--- src/ist_pkg.sv ---
// constants, structs and register map of the two-wire bus status flag block
// ----------------------------------------------------------------------------
// ----------------------------------------------------------------------------
package ist_pkg;

  // ---------------------------------------------------------------------------
  // register byte addresses
  // ---------------------------------------------------------------------------
  localparam logic [7:0] ADDR_BUS_STATUS = 8'h00;
  localparam logic [7:0] ADDR_IRQ_STATUS = 8'h04;
  localparam logic [7:0] ADDR_IRQ_MASK = 8'h08;
  localparam logic [7:0] ADDR_TX_HOLDING = 8'h0c;
  localparam logic [7:0] ADDR_RX_HOLDING = 8'h10;

  // ---------------------------------------------------------------------------
  // bus_status field positions
  // ---------------------------------------------------------------------------
  localparam int BIT_ACK = 15;
  localparam int BIT_TXACT = 14;
  localparam int BIT_BCOL = 10;
  localparam int BIT_GCALL = 9;
  localparam int BIT_TEN = 8;
  localparam int BIT_WCOL = 7;
  localparam int BIT_ROV = 6;
  localparam int BIT_DNA = 5;
  localparam int BIT_STOP = 4;

  // clearable-by-one bits of bus_status
  localparam logic [15:0] STATUS_W1C_MASK = 16'h04c0;

  // interrupt event bit positions
  localparam int EV_ACK_DONE = 0;
  localparam int EV_BCOL = 1;
  localparam int EV_WCOL = 2;
  localparam int EV_ROV = 3;
  localparam int EV_STOP = 4;
  localparam int EV_W = 5;

  // reset values
  localparam logic [15:0] RST_STATUS = 16'h0000;
  localparam logic [4:0] RST_EVENTS = 5'h00;
  localparam logic [7:0] RST_BYTE = 8'h00;

  // AXI response codes
  localparam logic [1:0] RESP_OKAY = 2'h0;
  localparam logic [1:0] RESP_SLVERR = 2'h2;

  // events coming from the protocol engine and detectors
  typedef struct packed {
    logic ack_slot_end;
    logic ack_is_nack;
    logic master_tx_start;
    logic collision;
    logic master_op;
    logic gcall_match;
    logic ten_second_match;
    logic addr_match;
    logic slave_data_byte;
    logic start_seen;
    logic stop_seen;
    logic rx_byte_done;
    logic [7:0] rx_byte;
    logic busy;
  } ist_bus_ev_t;

  // flag storage
  typedef struct packed {
    logic ack_result_flag;
    logic master_tx_active;
    logic bus_collision_flag;
    logic general_call_flag;
    logic ten_bit_match_flag;
    logic tx_write_collision;
    logic rx_overflow_flag;
    logic data_not_addr;
    logic stop_seen_flag;
  } ist_flags_t;

endpackage

--- src/ist_sticky.sv ---
// sticky event bits with write-one clear, set wins over clear
`timescale 1ns/10ps
module ist_sticky #(
  parameter int W = 6
) (
  input wire logic clk_sys,
  input wire logic reset,
  input wire logic ce,
  input wire logic [W-1:0] set_i,
  input wire logic [W-1:0] clr_i,
  output logic [W-1:0] q_o
);

  logic [W-1:0] q_ff;
  logic [W-1:0] nxt_q;

  // set has priority over a simultaneous clear
  always_comb begin
    nxt_q = (q_ff & ~clr_i) | set_i;
  end

  always_ff @(posedge clk_sys or posedge reset) begin
    if (reset) begin
      q_ff <= '0;
    end else if (ce) begin
      q_ff <= nxt_q;
    end
  end

  assign q_o = q_ff;

endmodule

--- src/ist_status_top.sv ---
// two-wire bus status flag logic with AXI4-Lite register slave and interrupt
`timescale 1ns/10ps
module ist_status_top (
  // clock, asynchronous reset and freeze enable
  input wire logic clk_sys,
  input wire logic reset,
  input wire logic clk_en,
  // bus event inputs
  input wire ist_pkg::ist_bus_ev_t bus_ev,
  // transmit side toward the shifter
  output logic tx_load,
  output logic [7:0] tx_data,
  // AXI4-Lite slave
  input wire logic [7:0] s_axi_awaddr,
  input wire logic s_axi_awvalid,
  output logic s_axi_awready,
  input wire logic [31:0] s_axi_wdata,
  input wire logic [3:0] s_axi_wstrb,
  input wire logic s_axi_wvalid,
  output logic s_axi_wready,
  output logic [1:0] s_axi_bresp,
  output logic s_axi_bvalid,
  input wire logic s_axi_bready,
  input wire logic [7:0] s_axi_araddr,
  input wire logic s_axi_arvalid,
  output logic s_axi_arready,
  output logic [31:0] s_axi_rdata,
  output logic [1:0] s_axi_rresp,
  output logic s_axi_rvalid,
  input wire logic s_axi_rready,
  output logic irq
);

  // ---------------------------------------------------------------------------
  // state
  // ---------------------------------------------------------------------------
  typedef struct packed {
    // flags shown in bus_status
    ist_pkg::ist_flags_t flags;
    // receive holding register and its full mark
    logic [7:0] rx_holding_reg;
    logic rx_full;
    // transmit holding register and load strobe
    logic [7:0] tx_holding_reg;
    logic tx_load;
    // enables of the interrupt events
    logic [ist_pkg::EV_W-1:0] irq_mask;
    // write address and data held until both are in
    logic aw_got;
    logic [7:0] aw_addr;
    logic w_got;
    logic [31:0] w_data;
    logic [3:0] w_strb;
    // channel readies, low while a transfer is open
    logic awready;
    logic wready;
    // write response
    logic bvalid;
    logic [1:0] bresp;
    // read address ready and read response
    logic arready;
    logic rvalid;
    logic [31:0] rdata;
    logic [1:0] rresp;
    // registered interrupt level
    logic irq;
  } ist_state_t;

  // registered state and its next value
  ist_state_t st_ff;
  ist_state_t nxt_st;

  // interrupt events: set pulses, write-one clears, stored bits
  logic [ist_pkg::EV_W-1:0] ev_set;
  logic [ist_pkg::EV_W-1:0] ev_clr;
  logic [ist_pkg::EV_W-1:0] ev_q;

  // status word as software reads it
  logic [15:0] status_word;

  // strobes of an accepted write and an accepted read
  logic wr_fire;
  logic rd_fire;

  // held write data, low bits used by every register
  logic [31:0] wr_lo;

  // ---------------------------------------------------------------------------
  // status word assembly, unused bits zero
  // ---------------------------------------------------------------------------
  always_comb begin
    status_word = ist_pkg::RST_STATUS;
    // flags from the flag store, one bit each
    // positions 13 to 11 and 3 to 0 keep the zero
    status_word[ist_pkg::BIT_ACK] = st_ff.flags.ack_result_flag;
    status_word[ist_pkg::BIT_TXACT] = st_ff.flags.master_tx_active;
    status_word[ist_pkg::BIT_BCOL] = st_ff.flags.bus_collision_flag;
    status_word[ist_pkg::BIT_GCALL] = st_ff.flags.general_call_flag;
    status_word[ist_pkg::BIT_TEN] = st_ff.flags.ten_bit_match_flag;
    status_word[ist_pkg::BIT_WCOL] = st_ff.flags.tx_write_collision;
    status_word[ist_pkg::BIT_ROV] = st_ff.flags.rx_overflow_flag;
    status_word[ist_pkg::BIT_DNA] = st_ff.flags.data_not_addr;
    status_word[ist_pkg::BIT_STOP] = st_ff.flags.stop_seen_flag;
  end

  // write fires once address and data are both held and no response pending
  // a pending response blocks the next write
  // read taken whenever arready stands
  assign wr_fire = st_ff.aw_got && st_ff.w_got && !st_ff.bvalid;
  assign rd_fire = s_axi_arvalid && st_ff.arready;
  assign wr_lo = st_ff.w_data;

  // ---------------------------------------------------------------------------
  // interrupt events and write-one clears
  // ---------------------------------------------------------------------------
  // pulse for the cycle the flag logic sees each event
  always_comb begin
    ev_set = ist_pkg::RST_EVENTS;
    ev_set[ist_pkg::EV_ACK_DONE] = bus_ev.ack_slot_end && st_ff.flags.master_tx_active;
    ev_set[ist_pkg::EV_BCOL] = bus_ev.collision && bus_ev.master_op;
    ev_set[ist_pkg::EV_WCOL] = wr_fire && st_ff.aw_addr == ist_pkg::ADDR_TX_HOLDING
                               && bus_ev.busy;
    ev_set[ist_pkg::EV_ROV] = bus_ev.rx_byte_done && st_ff.rx_full;
    ev_set[ist_pkg::EV_STOP] = bus_ev.stop_seen;
    // ones written to irq_status clear the matching events
    ev_clr = ist_pkg::RST_EVENTS;
    if (wr_fire && st_ff.aw_addr == ist_pkg::ADDR_IRQ_STATUS && st_ff.w_strb[0]) begin
      ev_clr = wr_lo[ist_pkg::EV_W-1:0];
    end
  end

  // stored events, a set in the clearing cycle wins
  // a low clk_en holds them with the rest of the state
  ist_sticky #(
    .W(ist_pkg::EV_W)
  ) u_evt (
    .clk_sys(clk_sys),
    .reset(reset),
    .ce(clk_en),
    .set_i(ev_set),
    .clr_i(ev_clr),
    .q_o(ev_q)
  );

  // ---------------------------------------------------------------------------
  // next state
  // ---------------------------------------------------------------------------
  always_comb begin
    nxt_st = st_ff;
    nxt_st.tx_load = 1'b0;

    // acknowledge result and transmit activity
    // ack result only moves while a master transmit is open
    if (bus_ev.master_tx_start) begin
      nxt_st.flags.master_tx_active = 1'b1;
    end
    if (bus_ev.ack_slot_end && st_ff.flags.master_tx_active) begin
      nxt_st.flags.ack_result_flag = bus_ev.ack_is_nack;
      nxt_st.flags.master_tx_active = 1'b0;
    end

    // general call and ten-bit match, cleared at stop
    // set applied after the clear, so a same-cycle match wins
    if (bus_ev.stop_seen) begin
      nxt_st.flags.general_call_flag = 1'b0;
      nxt_st.flags.ten_bit_match_flag = 1'b0;
    end
    if (bus_ev.gcall_match) begin
      nxt_st.flags.general_call_flag = 1'b1;
    end
    if (bus_ev.ten_second_match) begin
      nxt_st.flags.ten_bit_match_flag = 1'b1;
    end

    // data or address indication in slave mode
    // address match wins over a data byte in one cycle
    if (bus_ev.addr_match) begin
      nxt_st.flags.data_not_addr = 1'b0;
    end else if (bus_ev.slave_data_byte) begin
      nxt_st.flags.data_not_addr = 1'b1;
    end

    // stop seen last
    // stop wins over a start in one cycle
    if (bus_ev.stop_seen) begin
      nxt_st.flags.stop_seen_flag = 1'b1;
    end else if (bus_ev.start_seen) begin
      nxt_st.flags.stop_seen_flag = 1'b0;
    end

    // receive path: byte moves only when holding register is empty
    // overflowing byte dropped, held byte kept
    if (bus_ev.rx_byte_done) begin
      if (st_ff.rx_full) begin
        nxt_st.flags.rx_overflow_flag = 1'b1;
      end else begin
        nxt_st.rx_holding_reg = bus_ev.rx_byte;
        nxt_st.rx_full = 1'b1;
      end
    end

    // -------------------------------------------------------------------------
    // write channel capture
    // -------------------------------------------------------------------------
    // each channel taken on its own, either order
    if (s_axi_awvalid && st_ff.awready) begin
      nxt_st.aw_got = 1'b1;
      nxt_st.aw_addr = s_axi_awaddr;
      nxt_st.awready = 1'b0;
    end
    if (s_axi_wvalid && st_ff.wready) begin
      nxt_st.w_got = 1'b1;
      nxt_st.w_data = s_axi_wdata;
      nxt_st.w_strb = s_axi_wstrb;
      nxt_st.wready = 1'b0;
    end

    // -------------------------------------------------------------------------
    // write execute
    // -------------------------------------------------------------------------
    // register update and response in one edge
    if (wr_fire) begin
      nxt_st.aw_got = 1'b0;
      nxt_st.w_got = 1'b0;
      nxt_st.bvalid = 1'b1;
      nxt_st.bresp = ist_pkg::RESP_OKAY;
      case (st_ff.aw_addr)
        ist_pkg::ADDR_BUS_STATUS: begin
          // clear-by-one; a same-cycle hardware set still wins
          if (st_ff.w_strb[0] && wr_lo[ist_pkg::BIT_WCOL] && !ev_set[ist_pkg::EV_WCOL]) begin
            nxt_st.flags.tx_write_collision = 1'b0;
          end
          if (st_ff.w_strb[0] && wr_lo[ist_pkg::BIT_ROV] && !ev_set[ist_pkg::EV_ROV]) begin
            nxt_st.flags.rx_overflow_flag = 1'b0;
          end
          if (st_ff.w_strb[1] && wr_lo[ist_pkg::BIT_BCOL] && !ev_set[ist_pkg::EV_BCOL]) begin
            nxt_st.flags.bus_collision_flag = 1'b0;
          end
        end
        ist_pkg::ADDR_IRQ_STATUS: begin
          // cleared through the event logic above
        end
        ist_pkg::ADDR_IRQ_MASK: begin
          if (st_ff.w_strb[0]) begin
            nxt_st.irq_mask = wr_lo[ist_pkg::EV_W-1:0];
          end
        end
        ist_pkg::ADDR_TX_HOLDING: begin
          // busy shifter refuses the byte whatever the strobes
          if (bus_ev.busy) begin
            nxt_st.flags.tx_write_collision = 1'b1;
          end else if (st_ff.w_strb[0]) begin
            nxt_st.tx_holding_reg = wr_lo[7:0];
            nxt_st.tx_load = 1'b1;
          end
        end
        default: begin
          // unmapped offset, state left alone
          nxt_st.bresp = ist_pkg::RESP_SLVERR;
        end
      endcase
    end
    // both readies return once the response is taken
    if (st_ff.bvalid && s_axi_bready) begin
      nxt_st.bvalid = 1'b0;
      nxt_st.awready = 1'b1;
      nxt_st.wready = 1'b1;
    end

    // bus collision set after write handling so the set wins
    // a software clear loses to a same-cycle collision
    if (bus_ev.collision && bus_ev.master_op) begin
      nxt_st.flags.bus_collision_flag = 1'b1;
    end

    // -------------------------------------------------------------------------
    // read channel
    // -------------------------------------------------------------------------
    // data captured at the take, stands until rready
    if (rd_fire) begin
      nxt_st.arready = 1'b0;
      nxt_st.rvalid = 1'b1;
      nxt_st.rresp = ist_pkg::RESP_OKAY;
      nxt_st.rdata = 32'h0000_0000;
      case (s_axi_araddr)
        ist_pkg::ADDR_BUS_STATUS: nxt_st.rdata = {16'h0000, status_word};
        // event and mask words zero-extended
        ist_pkg::ADDR_IRQ_STATUS: nxt_st.rdata = {27'h0, ev_q};
        ist_pkg::ADDR_IRQ_MASK: nxt_st.rdata = {27'h0, st_ff.irq_mask};
        ist_pkg::ADDR_TX_HOLDING: nxt_st.rdata = {24'h000000, st_ff.tx_holding_reg};
        ist_pkg::ADDR_RX_HOLDING: begin
          nxt_st.rdata = {24'h000000, st_ff.rx_holding_reg};
          // reading drains the holding register unless a byte lands now
          if (!bus_ev.rx_byte_done) begin
            nxt_st.rx_full = 1'b0;
          end
        end
        default: nxt_st.rresp = ist_pkg::RESP_SLVERR;
      endcase
    end
    // address ready returns once the data is taken
    if (st_ff.rvalid && s_axi_rready) begin
      nxt_st.rvalid = 1'b0;
      nxt_st.arready = 1'b1;
    end

    // level interrupt from unmasked sticky events
    // one cycle lag between event bit and level
    nxt_st.irq = |(ev_q & st_ff.irq_mask);
  end

  // ---------------------------------------------------------------------------
  // state register
  // ---------------------------------------------------------------------------
  // reset leaves the ready flops high for a first request
  // low clk_en freezes every flop, handshakes included
  always_ff @(posedge clk_sys or posedge reset) begin
    if (reset) begin
      st_ff <= '0;
      st_ff.awready <= 1'b1;
      st_ff.wready <= 1'b1;
      st_ff.arready <= 1'b1;
    end else if (clk_en) begin
      st_ff <= nxt_st;
    end
  end

  // ---------------------------------------------------------------------------
  // outputs straight from flops
  // ---------------------------------------------------------------------------
  // transmit side toward the shifter
  assign tx_load = st_ff.tx_load;
  assign tx_data = st_ff.tx_holding_reg;

  // write channel
  assign s_axi_awready = st_ff.awready;
  assign s_axi_wready = st_ff.wready;
  assign s_axi_bvalid = st_ff.bvalid;
  assign s_axi_bresp = st_ff.bresp;

  // read channel
  assign s_axi_arready = st_ff.arready;
  assign s_axi_rvalid = st_ff.rvalid;
  assign s_axi_rdata = st_ff.rdata;
  assign s_axi_rresp = st_ff.rresp;

  // interrupt level
  assign irq = st_ff.irq;

endmodule

--- config.mk ---
export PLATFORM = sky130hd
export DESIGN_NAME = ist_status_top
export DESIGN_NICKNAME = d
export VERILOG_FILES = /design/src/ist_pkg.sv /design/src/ist_sticky.sv /design/src/ist_status_top.sv
export SDC_FILE = /design/constraint.sdc
export NUM_CORES = 1
export LEC_CHECK = 0
export BUFFER_PORTS_ARGS = -buffer_cell sky130_fd_sc_hd__buf_2
export CELL_PAD_IN_SITES_DETAIL_PLACEMENT = 1
export CELL_PAD_IN_SITES_GLOBAL_PLACEMENT = 2
export CORE_MARGIN = 5
export CORE_UTILIZATION = 30
export CTS_CLUSTER_DIAMETER = 150
export DETAILED_ROUTE_END_ITERATION = 8
export GPL_TIMING_DRIVEN = 0
export HOLD_SLACK_MARGIN = 0.02
export PLACE_DENSITY_LB_ADDON = 0.2
export SYNTH_ARGS = -nofsm -noshare
export SYNTH_HDL_FRONTEND = slang
export SYNTH_HIERARCHICAL = 1
export SYNTH_SLANG_ARGS = --single-unit
export TNS_END_PERCENT = 20
--- constraint.sdc ---
create_clock -name clk_sys -period 2.6 [get_ports clk_sys]
set_input_delay 0.13 -clock clk_sys [delete_from_list [all_inputs] [get_ports clk_sys]]
set_output_delay 0.13 -clock clk_sys [all_outputs]
set_load 0.01 [all_outputs]
==> results.sh <==
export IMPL_layout_nets=524
export IMPL_min_period_ps=1930
export IMPL_wl_met1_um=4330
export IMPL_p_per_area_nw_per_um2=714
export IMPL_h_tree_depth=3
export IMPL_clockBufferDepth=2
export IMPL_start_kind="flop"
export IMPL_wl_met3_um=523
export IMPL_cts_root_buf="clkbuf_16"
export IMPL_grt_pass1_vias=2965
export IMPL_num_vias=2693
export IMPL_power_leakage_nw=2.49
export IMPL_core_um2=12100
export IMPL_boundaryPins=132
export IMPL_yosys_register_bits=79
export IMPL_drc=0
export IMPL_n_antenna_cell=0
export IMPL_timing_reg2reg_setup_slack_ps=670
export IMPL_die_area_um2=14800
export IMPL_post_place_ws_ps=635
export IMPL_hold_end="wr_lo[2]$_DFFE_PP0P_"
export IMPL_postRouteAntennaNets=0
export IMPL_syn_inst=313
export IMPL_outcome="completed"
export IMPL_fin_skew_ps=8.84
export IMPL_cp_end_kind="flop"
export IMPL_period_share_pct=74.1
export IMPL_firstDrtPassIters=4
export IMPL_max_freq_mhz=519
export IMPL_fin_ws_ps=673
export IMPL_tightest_slew_ps=644
export IMPL_die_w_um=122
export IMPL_synth_edff_count=0
export IMPL_routed_wl_um=9840
export IMPL_async_flop_share_pct=100
export IMPL_hold_class="input port to flop"
export IMPL_worstPathMaxFanout=5
export IMPL_synth_distinct_cells=44
export IMPL_grt_total_usage_pct=13.8
export IMPL_finalHoldViolations=0
export IMPL_ys_seq_area_share_pct=52.8
export IMPL_start_util_pct=31.0
export IMPL_rsz0062_at_grt="false"
export IMPL_dp_hpwl_um=7460
export IMPL_whs_path_depth=2
export IMPL_die_y_um=122
export IMPL_routed_top_layer="met4"
export IMPL_crit_type="flop to flop"
export IMPL_drive_gt1_share_pct=45.8
export IMPL_antenna_found_initial=0
export IMPL_worstPathRequired_ps=2830
export IMPL_postSynthAreaPerCell_um2=12.0
export IMPL_hp_start="s_axi_wdata[2]"
export IMPL_setup_violations=0
export IMPL_gp_congestion=0.758
export IMPL_grt_max_degree=46
export IMPL_rows=40
export IMPL_syn_cell_area_um2=3750
export IMPL_wl_met2_um=4860
export IMPL_yosysWarnings=6
export IMPL_ys_flop_type="dfrtp_1"
export IMPL_fillCellCount=1393
export IMPL_path_clk_slew_ps=60
export IMPL_arrival_ps=2150
export IMPL_timing_rr_end="u_evt/q_o[1]$_DFFE_PP0P_"
export IMPL_wl_per_cell_um=16.0
export IMPL_cts_tree="yes"
export IMPL_grt_ovfl_total=0
export IMPL_r2r_cells=6
export IMPL_drt_iter0_drc=99
export IMPL_via_per_inst=4.37
export IMPL_r2r_start="st_ff[79]$_DFFE_PP0P_"
export IMPL_clock_sinks=79
export IMPL_irDropWorstVdd_mv=0.333
export IMPL_grt_pass1_wl_um=15600
export IMPL_cap_violations=0
export IMPL_setup_tns_ps=0
export IMPL_area_delta_synth_final_pct=31.9
export IMPL_io_buffers=82
export IMPL_cts_made_buffers=9
export IMPL_maxSlewViolCount=0
export IMPL_slew_headroom_pct=57.1
export IMPL_clk_latency_ps=340
==> cell usage in the layout (no fill, tap or decap), types with 2 or more instances in the layout <==
cell type,n
a21oi_1,8
a221o_1,4
a22o_1,9
a22oi_1,8
a2bb2oi_1,3
a32o_1,7
and2_1,10
and4b_1,2
buf_2,85
buf_4,44
buf_6,3
clkbuf_1,5
clkbuf_16,9
clkbuf_8,3
clkinv_2,2
conb_1,21
dfrtp_1,76
dfstp_2,3
dlygate4sd3_1,16
inv_1,5
mux2_2,46
nand2_1,25
nand3_1,7
nor2_1,8
nor3_1,5
nor4bb_1,2
o21a_1,2
o21ai_0,7
==> critical path: stages (launching register included) <==
cell	delay, ps
dfrtp_1	380
nor4_2	400
nand3_1	170
nor3b_1	440
and2_1	200
nand2_1	50
a22o_1	170
==> through the flow <==
| step | instance area [um2] | total power [mW] | hold slack, ps | cells | util [%] |
|---|---|---|---|---|---|
| finish | 4950 | 3.53 | 27.1 | 616 | 40.8 |
| global route | 4950 | 3.73 | 20.6 | 616 | 40.8 |
| CTS | 4930 | 3.58 | 20.3 | 614 | 40.7 |
| detailed placement | 4480 | 2.23 | 88.7 | 584 | 37.0 |
| global placement | 4450 | 2.19 | 55.1 | 583 | 36.7 |
| floorplan | 3820 | 2.01 | -91.5 | 333 | - |
==> per-layer routing <==
metal | vias to the layer above | track usage [%]
met4 | 0 | 4.41
met2 | 67 | 23.4
met3 | 8 | 3.85
li1 | 1326 | -
met5 | - | 0
met1 | 1292 | 17.1
==> sequential cells by signal, summed over array words and instances, names as in the netlist <==
register and flops:
s_axi_rvalid 1, s_axi_rdata 13, s_axi_bresp 1, tx_load 1
u_evt/q_o 5, s_axi_awready 1, st_ff 35, s_axi_arready 1
s_axi_rresp 1, s_axi_bvalid 1, irq 1, tx_data 8
s_axi_wready 1, wr_lo 9
==> Yosys cell counts (2+ instances only) <==
cell type,number,area [um2]
a22o_1,9,78.8
mux2_2,46,518
dfstp_2,3,78.8
nor4bb_1,2,20.0
nand3_1,7,35.0
buf_2,3,15.0
and2_1,10,62.6
a21oi_1,8,40.0
a32o_1,7,70.1
o21ai_0,7,35.0
a22oi_1,8,60.1
nand2_1,25,93.8
and4b_1,2,20.0
buf_6,3,33.8
dfrtp_1,76,1900
a221o_1,4,40.0
nor2_1,8,30.0
buf_4,44,330
o21a_1,2,15.0
inv_1,6,22.5
a2bb2oi_1,3,26.3
nor3_1,5,25.0
clkbuf_1,4,15.0
==> repair_timing <==
item | 4_1_cts | 5_1_grt
setup buffers | 0 | 0
hold buffers | 14 | 2
resized for setup | 0 | 0
endpoints found under the hold margin | 46 | 2
==> power breakdown <==
group / switching, mW / internal, mW
clock: 0.493 / 0.819
combinational: 0.244 / 0.331
sequential: 0.186 / 1.46
==> layout make-up <==
class                   count  area [um2]  share of cell area, %
flip-flops and latches     79        1980                   40.0
multi-input cells         194        1430                   28.9
repair buffers             99         598                   12.1
plain buffers              54         394                   7.97
clock buffers              13         270                   5.46
well taps                 168         210                   4.25
clock inverters             3        40.0                  0.810
inverters                   6        25.0                  0.506
==> how the worst max path moves through the flow <==
| stage | end | slack, ps | cells after the start | start |
|---|---|---|---|---|
| detailed placement | u_evt/q_o[0]$_DFFE_PP0P_ | 630 | 6 | st_ff[79]$_DFFE_PP0P_ |
| CTS | u_evt/q_o[0]$_DFFE_PP0P_ | 620 | 6 | st_ff[79]$_DFFE_PP0P_ |
| finish | u_evt/q_o[1]$_DFFE_PP0P_ | 670 | 6 | st_ff[79]$_DFFE_PP0P_ |
| global placement | s_axi_rvalid$_DFFE_PP0P_ | -410 | 2 | reset |
| floorplan | irq$_DFFE_PP0P_ | 590 | 1 | reset |
| global route | u_evt/q_o[1]$_DFFE_PP0P_ | 500 | 6 | st_ff[79]$_DFFE_PP0P_ |
==> cells by family after synthesis <==
family                 Yosys count  share of synthesized area, %
AOI/OAI and AO/OA               54                          11.0
buffers and inverters           60                          11.1
DFF                             79                          52.8
muxes                           47                          14.1
other                            1                         0.100
and+or+nand+nor                 72                          10.8
Note: power is estimated with default switching activity, not from simulation.
